<file path="src/verilog/dhbi_pkg.sv">
// dhbi_pkg: constants shared by the host bus interface of the dual serial controller
// assumes a single 10 MHz core clock
`default_nettype none
package dhbi_pkg;
    localparam int unsigned CLK_PERIOD_NS = 100;
    // index and data widths
    localparam int unsigned INDEX_W = 4;
    localparam int unsigned DATA_W  = 8;
    // ack valid after clock edge, longest time
    localparam int unsigned ACK_DELAY_NS  = 125;
    localparam int unsigned ACK_DELAY_CYC = (ACK_DELAY_NS / CLK_PERIOD_NS) < 1 ? 1 : ACK_DELAY_NS / CLK_PERIOD_NS;
    // quiet gap between writes to one command register, in cycles (three transitions)
    localparam int unsigned CMD_GAP_TRANS = 3;
    localparam int unsigned CMD_GAP_CYC   = (CMD_GAP_TRANS + 1) / 2;
    // command register indices
    localparam logic [3:0] IDX_CHAN_A_CMD = 4'h2;
    localparam logic [3:0] IDX_CHAN_B_CMD = 4'hA;
    // reset value of the data output register
    localparam logic [7:0] DATA_RESET = 8'h00;
    typedef enum logic [1:0] {DHBI_IDLE, DHBI_ACK, DHBI_DONE} dhbi_state_e;
endpackage : dhbi_pkg
`default_nettype wire

</file>
<file path="src/verilog/dhbi_sync.sv">
// dhbi_sync: two-flop synchroniser for one level
// assumes clk and async active-low reset already conditioned
`default_nettype none
module dhbi_sync
(
    input  wire logic clk,
    input  wire logic rst_n,
    input  wire logic d,
    input  wire logic init,
    output logic      q
);
    logic meta;
    logic next_meta;
    logic next_q;

    always_comb
    begin
        next_meta = d;
        next_q    = meta;
    end

    always_ff @(posedge clk or negedge rst_n)
    begin
        if (!rst_n)
        begin
            meta <= 1'b1;
            q    <= 1'b1;
        end
        else
        begin
            meta <= next_meta;
            q    <= next_q;
        end
    end
    // init unused in logic: reset value fixed high (strobes idle)
    logic unused_init;
    assign unused_init = init;
endmodule // dhbi_sync
`default_nettype wire

</file>
<file path="src/verilog/dhbi_host_bus.sv">
// dhbi_host_bus: processor bus side of the dual serial controller
// assumes host strobes asynchronous; register core outside answers reads combinationally
// Overview of operation
// (RULE1) acknowledge asserted on a clock edge after select or intr_ack_strobe_n recognised
// (RULE2) late strobe may shift acknowledge by one clock; both allowed
// (RULE3) host holds strobe until acknowledge; early removal may abandon cycle
// (RULE4) write data captured at acknowledge or select removal, whichever first
// (RULE5) select recognised at first edge seen; early removal latches data on removal
// (RULE6) host presents write data before removing select
// (RULE7) host leaves three clock transitions between writes to one command register
// (RULE8) host never asserts select and intr_ack_strobe_n together
// (RULE9) intr_ack_strobe_n cycle ignores read/write line, always a read
// (RULE10) intr_ack_strobe_n drives response byte then acknowledges
// (RULE11) data bus released when read or intr_ack_strobe_n strobe removed
// (RULE12) acknowledge driven inactive then released on strobe removal
// (RULE13) host keeps index and read/write stable across select
// (RULE14) strobes synchronised; index with read/write selects one register
`default_nettype none
module dhbi_host_bus
    import dhbi_pkg::*;
#(
    parameter int unsigned INDEX_W_P = dhbi_pkg::INDEX_W,
    parameter int unsigned DATA_W_P  = dhbi_pkg::DATA_W
)
(
    input  wire logic                   clk,
    input  wire logic                   resetn,
    input  wire logic                   chip_sel_n,
    input  wire logic                   intr_ack_strobe_n,
    input  wire logic                   read_write,
    input  wire logic [INDEX_W_P-1:0]   reg_index,
    input  wire logic [DATA_W_P-1:0]    data_in,
    output logic      [DATA_W_P-1:0]    data_out,
    output logic                        data_oe,
    output logic                        transfer_ack_n,
    output logic                        transfer_ack_oe,
    output logic                        reg_rd,
    output logic                        reg_wr,
    output logic                        intr_ack_cycle,
    output logic      [INDEX_W_P-1:0]   reg_addr,
    output logic      [DATA_W_P-1:0]    wr_data,
    input  wire logic [DATA_W_P-1:0]    rd_data,
    input  wire logic [DATA_W_P-1:0]    intr_vector,
    output logic                        cmd_busy
);
    import dhbi_pkg::*;

    ////////////////////////////////////////////////////////////////////////
    // reset release and strobe synchronisers
    logic rst_meta;
    logic rst_n;
    always_ff @(posedge clk or negedge resetn)
    begin
        if (!resetn)
        begin
            rst_meta <= 1'b0;
            rst_n    <= 1'b0;
        end
        else
        begin
            rst_meta <= 1'b1;
            rst_n    <= rst_meta;
        end
    end

    logic cs_s_n;
    logic ia_s_n;
    dhbi_sync u_cs_sync (.clk(clk), .rst_n(rst_n), .d(chip_sel_n), .init(1'b1), .q(cs_s_n)); // RULE14
    dhbi_sync u_ia_sync (.clk(clk), .rst_n(rst_n), .d(intr_ack_strobe_n), .init(1'b1), .q(ia_s_n)); // RULE14

    ////////////////////////////////////////////////////////////////////////
    // cycle state
    dhbi_state_e        state;
    dhbi_state_e        next_state;
    logic               is_intr_ack_strobe_n;
    logic               next_is_intr_ack_strobe_n;
    logic               is_write;
    logic               next_is_write;
    logic [DATA_W_P-1:0] next_data_out;
    logic               next_data_oe;
    logic               next_ack_n;
    logic               next_ack_oe;
    logic               next_reg_rd;
    logic               next_reg_wr;
    logic               next_intr_ack_strobe_n_cycle;
    logic [INDEX_W_P-1:0] next_reg_addr;
    logic [DATA_W_P-1:0]  next_wr_data;
    logic [1:0]         gap_cnt;
    logic [1:0]         next_gap_cnt;
    logic               strobe_on;
    logic               own_strobe;

    assign strobe_on = !cs_s_n || !ia_s_n;
    // a cycle ends only on the strobe that opened it
    assign own_strobe = is_intr_ack_strobe_n ? !ia_s_n : !cs_s_n;

    always_comb
    begin
        next_state      = state;
        next_is_intr_ack_strobe_n    = is_intr_ack_strobe_n;
        next_is_write   = is_write;
        next_data_out   = data_out;
        next_data_oe    = data_oe;
        next_ack_n      = transfer_ack_n;
        next_ack_oe     = transfer_ack_oe;
        next_reg_rd     = 1'b0;
        next_reg_wr     = 1'b0;
        next_intr_ack_strobe_n_cycle = 1'b0;
        next_reg_addr   = reg_addr;
        next_wr_data    = wr_data;
        next_gap_cnt    = (gap_cnt != 2'd0) ? gap_cnt - 2'd1 : 2'd0;
        case (state)
            DHBI_IDLE:
            begin
                next_ack_oe = 1'b0; // RULE12
                if (strobe_on)
                begin
                    // first edge finding strobe low recognises it
                    next_state    = DHBI_ACK; // RULE5
                    next_is_intr_ack_strobe_n  = !ia_s_n;
                    next_is_write = cs_s_n ? 1'b0 : !read_write; // RULE9
                    next_reg_addr = reg_index; // RULE14
                    if (!ia_s_n)
                    begin
                        next_data_out   = intr_vector; // RULE10
                        next_data_oe    = 1'b1; // RULE10
                        next_intr_ack_strobe_n_cycle = 1'b1;
                    end
                    else if (read_write)
                    begin
                        next_data_out = rd_data;
                        next_data_oe  = 1'b1;
                        next_reg_rd   = 1'b1; // RULE14
                    end
                end
            end
            DHBI_ACK:
            begin
                if (!own_strobe)
                begin
                    // strobe left before ack: abandon, still latch write data
                    if (is_write)
                    begin
                        next_wr_data = data_in; // RULE4 RULE5
                        next_reg_wr  = 1'b1;
                    end
                    next_data_oe = 1'b0; // RULE3 RULE11
                    next_state   = DHBI_IDLE;
                end
                else
                begin
                    next_ack_n  = 1'b0; // RULE1 RULE2
                    next_ack_oe = 1'b1; // RULE1
                    if (is_write)
                    begin
                        next_wr_data = data_in; // RULE4
                        next_reg_wr  = 1'b1;
                    end
                    next_state = DHBI_DONE;
                end
                if (is_write && (reg_addr == IDX_CHAN_A_CMD || reg_addr == IDX_CHAN_B_CMD))
                begin
                    next_gap_cnt = 2'(CMD_GAP_CYC);
                end
            end
            DHBI_DONE:
            begin
                if (!own_strobe)
                begin
                    next_data_oe = 1'b0; // RULE11
                    next_ack_n   = 1'b1; // RULE12
                    next_state   = DHBI_IDLE;
                end
            end
            default:
            begin
                next_state = DHBI_IDLE;
            end
        endcase
    end

    always_ff @(posedge clk or negedge rst_n)
    begin
        if (!rst_n)
        begin
            state           <= DHBI_IDLE;
            is_intr_ack_strobe_n         <= 1'b0;
            is_write        <= 1'b0;
            data_out        <= DATA_RESET;
            data_oe         <= 1'b0;
            transfer_ack_n  <= 1'b1;
            transfer_ack_oe <= 1'b0;
            reg_rd          <= 1'b0;
            reg_wr          <= 1'b0;
            intr_ack_cycle  <= 1'b0;
            reg_addr        <= '0;
            wr_data         <= DATA_RESET;
            gap_cnt         <= 2'd0;
        end
        else
        begin
            state           <= next_state;
            is_intr_ack_strobe_n         <= next_is_intr_ack_strobe_n;
            is_write        <= next_is_write;
            data_out        <= next_data_out;
            data_oe         <= next_data_oe;
            transfer_ack_n  <= next_ack_n;
            transfer_ack_oe <= next_ack_oe;
            reg_rd          <= next_reg_rd;
            reg_wr          <= next_reg_wr;
            intr_ack_cycle  <= next_intr_ack_strobe_n_cycle;
            reg_addr        <= next_reg_addr;
            wr_data         <= next_wr_data;
            gap_cnt         <= next_gap_cnt;
        end
    end

    // command register still settling after a write
    assign cmd_busy = (gap_cnt != 2'd0); // RULE7
endmodule // dhbi_host_bus
`default_nettype wire

</file>
<file path="config.mk">
export PLATFORM = sky130hd
export DESIGN_NAME = dhbi_host_bus
export DESIGN_NICKNAME = d
export VERILOG_FILES = /design/src/verilog/dhbi_pkg.sv /design/src/verilog/dhbi_sync.sv /design/src/verilog/dhbi_host_bus.sv
export SDC_FILE = /design/constraint.sdc
export NUM_CORES = 1
export LEC_CHECK = 0
export BUFFER_PORTS_ARGS = -buffer_cell sky130_fd_sc_hd__buf_2
export CAP_MARGIN = 5
export CELL_PAD_IN_SITES_DETAIL_PLACEMENT = 0
export CELL_PAD_IN_SITES_GLOBAL_PLACEMENT = 1
export CORE_MARGIN = 2
export CORE_UTILIZATION = 38
export CTS_BUF_LIST = sky130_fd_sc_hd__clkbuf_16
export CTS_CLUSTER_SIZE = 24
export DETAILED_ROUTE_END_ITERATION = 7
export PLACE_DENSITY = 0.88
export RECOVER_POWER = 50
export SLEW_MARGIN = 40
export SYNTH_ARGS = -nofsm -noshare
export SYNTH_HDL_FRONTEND = slang
export SYNTH_SLANG_ARGS = --single-unit
</file>
<file path="constraint.sdc">
create_clock -name clk -period 1.33 [get_ports clk]
set_input_delay 0.266 -clock clk [delete_from_list [all_inputs] [get_ports clk]]
set_output_delay 0.266 -clock clk [all_outputs]
set_load 0.05 [all_outputs]
</file>
==> results.sh, run 1 <==
export IMPL_placed_area_mm2=0.00215
export IMPL_cp_cell_sequence="buf_12, mux2_4, mux2_4"
export IMPL_synth_edf_count=0
export IMPL_ys_top_cells_by_area="dfrtp_1 (52%), mux2_2 (21%), dfstp_2 (8.3%)"
export IMPL_slew_headroom_pct=53.8
export IMPL_combPwrFrac_pct=52.9
export IMPL_power_density_mw_per_mm2=2690
export IMPL_synth_distinct_cells=27
export IMPL_p_sw_mw=2.86
export IMPL_cpPeakStageDelay_ns=0.61
export IMPL_hp_class="in2reg"
export IMPL_path_class="reg2reg"
export IMPL_overflow=0
export IMPL_antenna_found_initial=0
export IMPL_worstSetupEndpointType="flop"
export IMPL_arrival_ns=1.59
export IMPL_dp_slack_ns=-0.106
export IMPL_wl_per_cell_um=14.5
export IMPL_drt_total_wl_um=3570
export IMPL_switching_share_pct=44.4
export IMPL_setup_violations=23
export IMPL_initial_utilization_pct=39.7
export IMPL_synthArstFlopShare_pct=100
export IMPL_fin_crit_ns=1.43
export IMPL_power_frac_clock_pct=17.3
export IMPL_ir_drop_mv=1.88
export IMPL_clock_latency_ns=0.28
export IMPL_dp_cells=232
export IMPL_layout_drive_gt1_share_pct=66.8
export IMPL_syn_inst=109
export IMPL_fin_crit_sh_pct=107
export IMPL_fin_area_mm2=0.00240
export IMPL_seq_power_share_pct=29.8
export IMPL_drc_errors=0
export IMPL_ff_latch_area_um2=957
export IMPL_grt_pass1_wl_um=5520
export IMPL_synth_nets=146
export IMPL_layout_setup_ws_ns=-0.0962
export IMPL_holdWs_ns=0.0882
export IMPL_yosysMostFrequentCell="dfrtp_1"
export IMPL_clock_skew_ns=0.00294
export IMPL_violations="negative setup slack"
export IMPL_crit_top_cell="mux2_4"
export IMPL_synth_top_cell_area_share_pct=52.0
export IMPL_p_leak_nw=1.23
export IMPL_root_buffer="clkbuf_16"
export IMPL_clk_pin_slew_ns=0.06
export IMPL_numPortBuffers=59
export IMPL_viasPerCell=4.77
export IMPL_nNetsFinal=232
export IMPL_critPathMaxFanout=5
export IMPL_die_w_um=68.6
export IMPL_synthToLayoutAreaGrowth_pct=51.0
export IMPL_hold_viol=0
export IMPL_vias=1173
export IMPL_ys_top_cells_by_count="dfrtp_1 (33), mux2_2 (30), inv_1 (6)"
export IMPL_timing_fmax_mhz=701
export IMPL_track_usage_pct=16.3
export IMPL_worst_pin_slew_ns=0.693
export IMPL_internal_power_mw=3.59
export IMPL_ios=60
export IMPL_yosysSeqAreaShare_pct=60.3
export IMPL_drtIter0Drc=38
export IMPL_place_congestion=0.838
export IMPL_die_h_um=68.6
export IMPL_ys_flop_type="dfrtp_1"
export IMPL_multi_input_area_um2=718
export IMPL_postSynthAreaPerCell_um2=14.6
export IMPL_status="complete, but fails checks"
export IMPL_yosysTopAreaCell="dfrtp_1"
export IMPL_ant_nets=0
export IMPL_cts_tree="done"
export IMPL_first_pass_iters=4
export IMPL_fp_coreArea_mm2=0.00400
export IMPL_cts_buffer_depth=2
export IMPL_clock_sinks=38
export IMPL_grt_max_degree=23
export IMPL_grt_pass1_vias=1198
export IMPL_dieArea_mm2=0.00471
export IMPL_diodes=0
export IMPL_crit_required_ns=1.49
export IMPL_rows=23
export IMPL_ys_ff_latch=38
export IMPL_final_cells=246
export IMPL_synth_area_mm2=0.00159
export IMPL_crit_slowest_cell="dfstp_2"
export IMPL_slew_viol_final=0
export IMPL_yosysWarnings=0
export IMPL_maxCapViolations=0
export IMPL_dp_hpwl_um=2710
export IMPL_setup_worst_path_start_class="flop"
export IMPL_n_fill_cell=314
export IMPL_cts_made_buffers=5
export IMPL_grt_setup_unrepaired="yes"
export IMPL_h_tree_depth=2
placed cells by master (no fill, tap or decap), types with 3 or more instances in the layout:
| cell type | synthesis | layout |
|---|---|---|
| a21oi_1 | 4 | 3 |
| buf_2 | 0 | 56 |
| buf_4 | 0 | 15 |
| clkbuf_16 | 0 | 5 |
| dfrtp_1 | 33 | 33 |
| dfstp_2 | 5 | 5 |
| ha_1 | 4 | 3 |
| inv_1 | 6 | 3 |
| mux2_2 | 30 | 10 |
| mux2_4 | 0 | 20 |
| nor2_1 | 5 | 5 |
metrics by stage:
stage | util [%] | power (mW) | setup TNS (ns)
floorplan | - | 4.25 | -0.747
global placement | 53.6 | 5.04 | -0.603
detailed placement | 53.6 | 5.17 | -1.40
CTS | 59.1 | 6.43 | -1.01
global route | 59.9 | 6.79 | -2.63
finish | 59.9 | 6.45 | -1.29
path summary, 6_finish.rpt:
check                            startpoint              to  slack (ns)  cells past startpoint
max in group asynchronous             rst_n        state[0]        0.52                      1
worst min-delay path             chip_sel_n  u_cs_sync.meta        0.09                      1
worst max-delay path            u_ia_sync.q     data_out[1]        -0.1                      3
min in group asynchronous            resetn           rst_n        0.29                      2
worst min register to register        rst_n      wr_data[6]        0.33                      1
worst max register to register  u_ia_sync.q     data_out[1]        -0.1                      3
layer usage:
| layer | vias up | GRT usage [%] | wire length [um] |
|---|---|---|---|
| li1 | 553 | - | - |
| met1 | 565 | 18.2 | 1370 |
| met2 | 50 | 29.1 | 1910 |
| met3 | 5 | 4.71 | 251 |
| met4 | 0 | 6.00 | 39 |
| met5 | - | 0 | 0 |
layout make-up:
cell class              count  share of cell area, %
repair buffers             80                   20.6
clock buffers               5                   5.22
multi-input cells          64                   30.0
flip-flops and latches     38                   39.9
clock inverters             3                  0.678
inverters                   6                   1.04
well taps                  50                   2.61
critical path, delay by kind of cell, from the launching register on:
kind,cells,cell delay [ns]
flip-flops,1,0.61
multiplexers,2,0.55
buffers and inverters,1,0.14
power by group through the flow:
| stage | Sequential (mW) | Combinational (mW) | Clock [mW] |
|---|---|---|---|
| finish | 1.93 | 3.41 | 1.11 |
| detailed placement | 1.91 | 3.26 | 0 |
| floorplan | 3.19 | 1.06 | 0 |
| global route | 1.98 | 3.61 | 1.19 |
| CTS | 1.92 | 3.37 | 1.13 |
| global placement | 1.86 | 3.18 | 0 |
logic make-up (layout without fill, tap and decap cells):
logic type / Yosys count / in the layout / synth area share, %
fa+ha+maj: 4 / 4 / 3.15
flops: 38 / 38 / 60.3
simple gates: 13 / 14 / 4.97
other cells: 1 / 1 / 0.236
compound gates: 14 / 14 / 6.62
mux: 31 / 31 / 21.9
buf+inv: 8 / 94 / 2.84
sequential cells by signal, indices dropped and copies added, names as in the netlist, 2 cells and up:
| register | count |
|---|---|
| reg_addr | 4 |
| wr_data | 8 |
| data_out | 8 |
| gap_cnt | 2 |
| state | 2 |
repair_timing:
action                                  4_1_cts  5_1_grt
hold buffers                                  1        0
buffers inserted                              1        3
pin swaps                                     0        4
endpoints found under the setup margin       25       28
hold endpoints to repair                      2        0
gates cloned                                  0        1
gates resized for setup                      14        3
Power figures use the tool's default switching activity.
==> inputs of run 2 (changes only) <==
--- a/config.mk
+++ b/config.mk
@@ -7,14 +7,14 @@
 export LEC_CHECK = 0
 export BUFFER_PORTS_ARGS = -buffer_cell sky130_fd_sc_hd__buf_2
 export CAP_MARGIN = 5
-export CELL_PAD_IN_SITES_DETAIL_PLACEMENT = 0
-export CELL_PAD_IN_SITES_GLOBAL_PLACEMENT = 1
+export CELL_PAD_IN_SITES_DETAIL_PLACEMENT = 1
+export CELL_PAD_IN_SITES_GLOBAL_PLACEMENT = 2
 export CORE_MARGIN = 2
-export CORE_UTILIZATION = 38
+export CORE_UTILIZATION = 31
 export CTS_BUF_LIST = sky130_fd_sc_hd__clkbuf_16
 export CTS_CLUSTER_SIZE = 24
 export DETAILED_ROUTE_END_ITERATION = 7
-export PLACE_DENSITY = 0.88
+export PLACE_DENSITY = 0.87
 export RECOVER_POWER = 50
 export SLEW_MARGIN = 40
 export SYNTH_ARGS = -nofsm -noshare
==> results.sh, run 2 (same netlist as run 1, synthesis figures left out) <==
export IMPL_status="complete, but fails checks"
export IMPL_violations="negative setup slack"
export IMPL_antenna_found_initial=0
export IMPL_h_tree_depth=2
export IMPL_viasPerCell=4.55
export IMPL_critPathMaxFanout=8
export IMPL_p_leak_nw=1.28
export IMPL_fin_crit_sh_pct=108
export IMPL_placed_area_mm2=0.00217
export IMPL_layout_setup_ws_ns=-0.110
export IMPL_timing_fmax_mhz=694
export IMPL_die_w_um=75.6
export IMPL_cpLargestDelayFamily="flip-flops"
export IMPL_ant_nets=0
export IMPL_slew_viol_final=0
export IMPL_nNetsFinal=234
export IMPL_fin_area_mm2=0.00252
export IMPL_grt_max_degree=29
export IMPL_n_fill_cell=539
export IMPL_fin_tns_setup_ns=-1.57
export IMPL_rr_worst_depth=6
export IMPL_slew_headroom_pct=58.3
export IMPL_cpPeakStageDelay_ns=0.40
export IMPL_ir_drop_mv=1.69
export IMPL_crit_end="data_out[4]"
export IMPL_final_util_pct=50.2
export IMPL_clock_sinks=38
export IMPL_diodes=0
export IMPL_root_buffer="clkbuf_16"
export IMPL_fp_coreArea_mm2=0.00501
export IMPL_numPortBuffers=59
export IMPL_initial_utilization_pct=31.7
export IMPL_r2r_start="state[1]"
export IMPL_final_cell_mix="buf_2 (57), dfrtp_1 (33), mux2_4 (21)"
export IMPL_clock_skew_ns=0.00372
export IMPL_dp_hpwl_um=2990
export IMPL_multi_input_area_um2=746
export IMPL_synthToLayoutAreaGrowth_pct=58.5
export IMPL_final_cells=268
export IMPL_drtIter0Drc=32
export IMPL_ff_latch_area_um2=957
export IMPL_dp_slack_ns=-0.130
export IMPL_r2r_slack_ns=-0.11
export IMPL_setup_violations=25
export IMPL_first_pass_iters=4
export IMPL_layout_drive_gt1_share_pct=70.7
export IMPL_maxCapViolations=0
export IMPL_crit_start="state[1]"
export IMPL_setup_worst_path_start_class="flop"
export IMPL_layout_commonest_cell="buf_2"
export IMPL_hp_class="in2reg"
export IMPL_worst_pin_slew_ns=0.626
export IMPL_cp_cell_sequence="inv_2, ha_4, inv_4, a21oi_4, buf_12, mux2_4"
export IMPL_vias=1219
export IMPL_grt_setup_unrepaired="yes"
export IMPL_cts_buffer_depth=2
export IMPL_die_h_um=75.6
export IMPL_path_class="reg2reg"
export IMPL_arrival_ns=1.60
export IMPL_drc_errors=0
export IMPL_grt_pass1_wl_um=6710
export IMPL_track_usage_pct=16.3
export IMPL_dp_cells=250
export IMPL_p_total_mw=7.14
export IMPL_grt_pass1_vias=1323
export IMPL_crit_slowest_cell="dfrtp_1"
export IMPL_clock_latency_ns=0.28
export IMPL_hold_viol=0
export IMPL_fin_crit_ns=1.44
export IMPL_power_density_mw_per_mm2=2840
export IMPL_wl_per_cell_um=16.2
export IMPL_holdWs_ns=0.0921
export IMPL_clk_pin_slew_ns=0.06
export IMPL_ios=60
export IMPL_rows=26
export IMPL_cts_made_buffers=5
export IMPL_dieArea_mm2=0.00571
export IMPL_path_depth=6
export IMPL_top_regs="data_out x8, wr_data x8, reg_addr x4"
export IMPL_worstReg2RegEnd="data_out[4]"
export IMPL_worstSetupEndpointType="flop"
export IMPL_cts_tree="done"
export IMPL_place_congestion=0.774
export IMPL_crit_required_ns=1.49
export IMPL_overflow=0
export IMPL_drt_total_wl_um=4350
export IMPL_crit_buf_inv=3
-- run 2: cell count changes in the layout (fill, tap and decap cells not counted), moves of 2 or more --
cell and change:
ha_1 -2, ha_2 +2, buf_4 +4, bufinv_16 +2
-- run 2: repair_timing --
item	in CTS	in global routing
gates resized for setup	20	3
gates cloned	1	0
hold buffers	1	0
setup buffers	7	1
endpoints found under the hold margin	2	0
setup endpoints to repair	28	28
pin swaps	5	3
-- run 2: worst min path at each step --
stage | end | start | slack, ns | cells after the start
floorplan | rst_meta | resetn | -0.03 | 0
global placement | rst_meta | resetn | 0.05 | 1
detailed placement | rst_meta | resetn | 0.06 | 1
CTS | u_cs_sync.meta | chip_sel_n | 0.08 | 1
global route | u_ia_sync.meta | intr_ack_strobe_n | 0.08 | 1
finish | u_cs_sync.meta | chip_sel_n | 0.09 | 1
-- run 2: layer usage --
metal | wire [um] | share of wire [%] | track usage [%]
met4 | 27 | 0.62 | 3.12
met2 | 2350 | 54 | 28.9
met3 | 242 | 5.6 | 4.89
met5 | 0 | 0 | 0
met1 | 1730 | 40 | 19.9
-- run 2: cell type report --
class | instances | area share (%)
clock buffer | 5 | 4.97
sequential | 38 | 38.0
multi-input combinational | 64 | 29.6
clock inverter | 3 | 2.73
timing repair buffer | 82 | 20.2
tap | 70 | 3.48
inverter | 6 | 0.994
-- run 2: where the power goes --
group          leakage [nW]  internal, mW  switching, mW  total, mW
Sequential            0.450          1.61          0.312       1.92
Clock                0.0940          1.08          0.468       1.55
Combinational         0.735          1.42           2.25       3.67
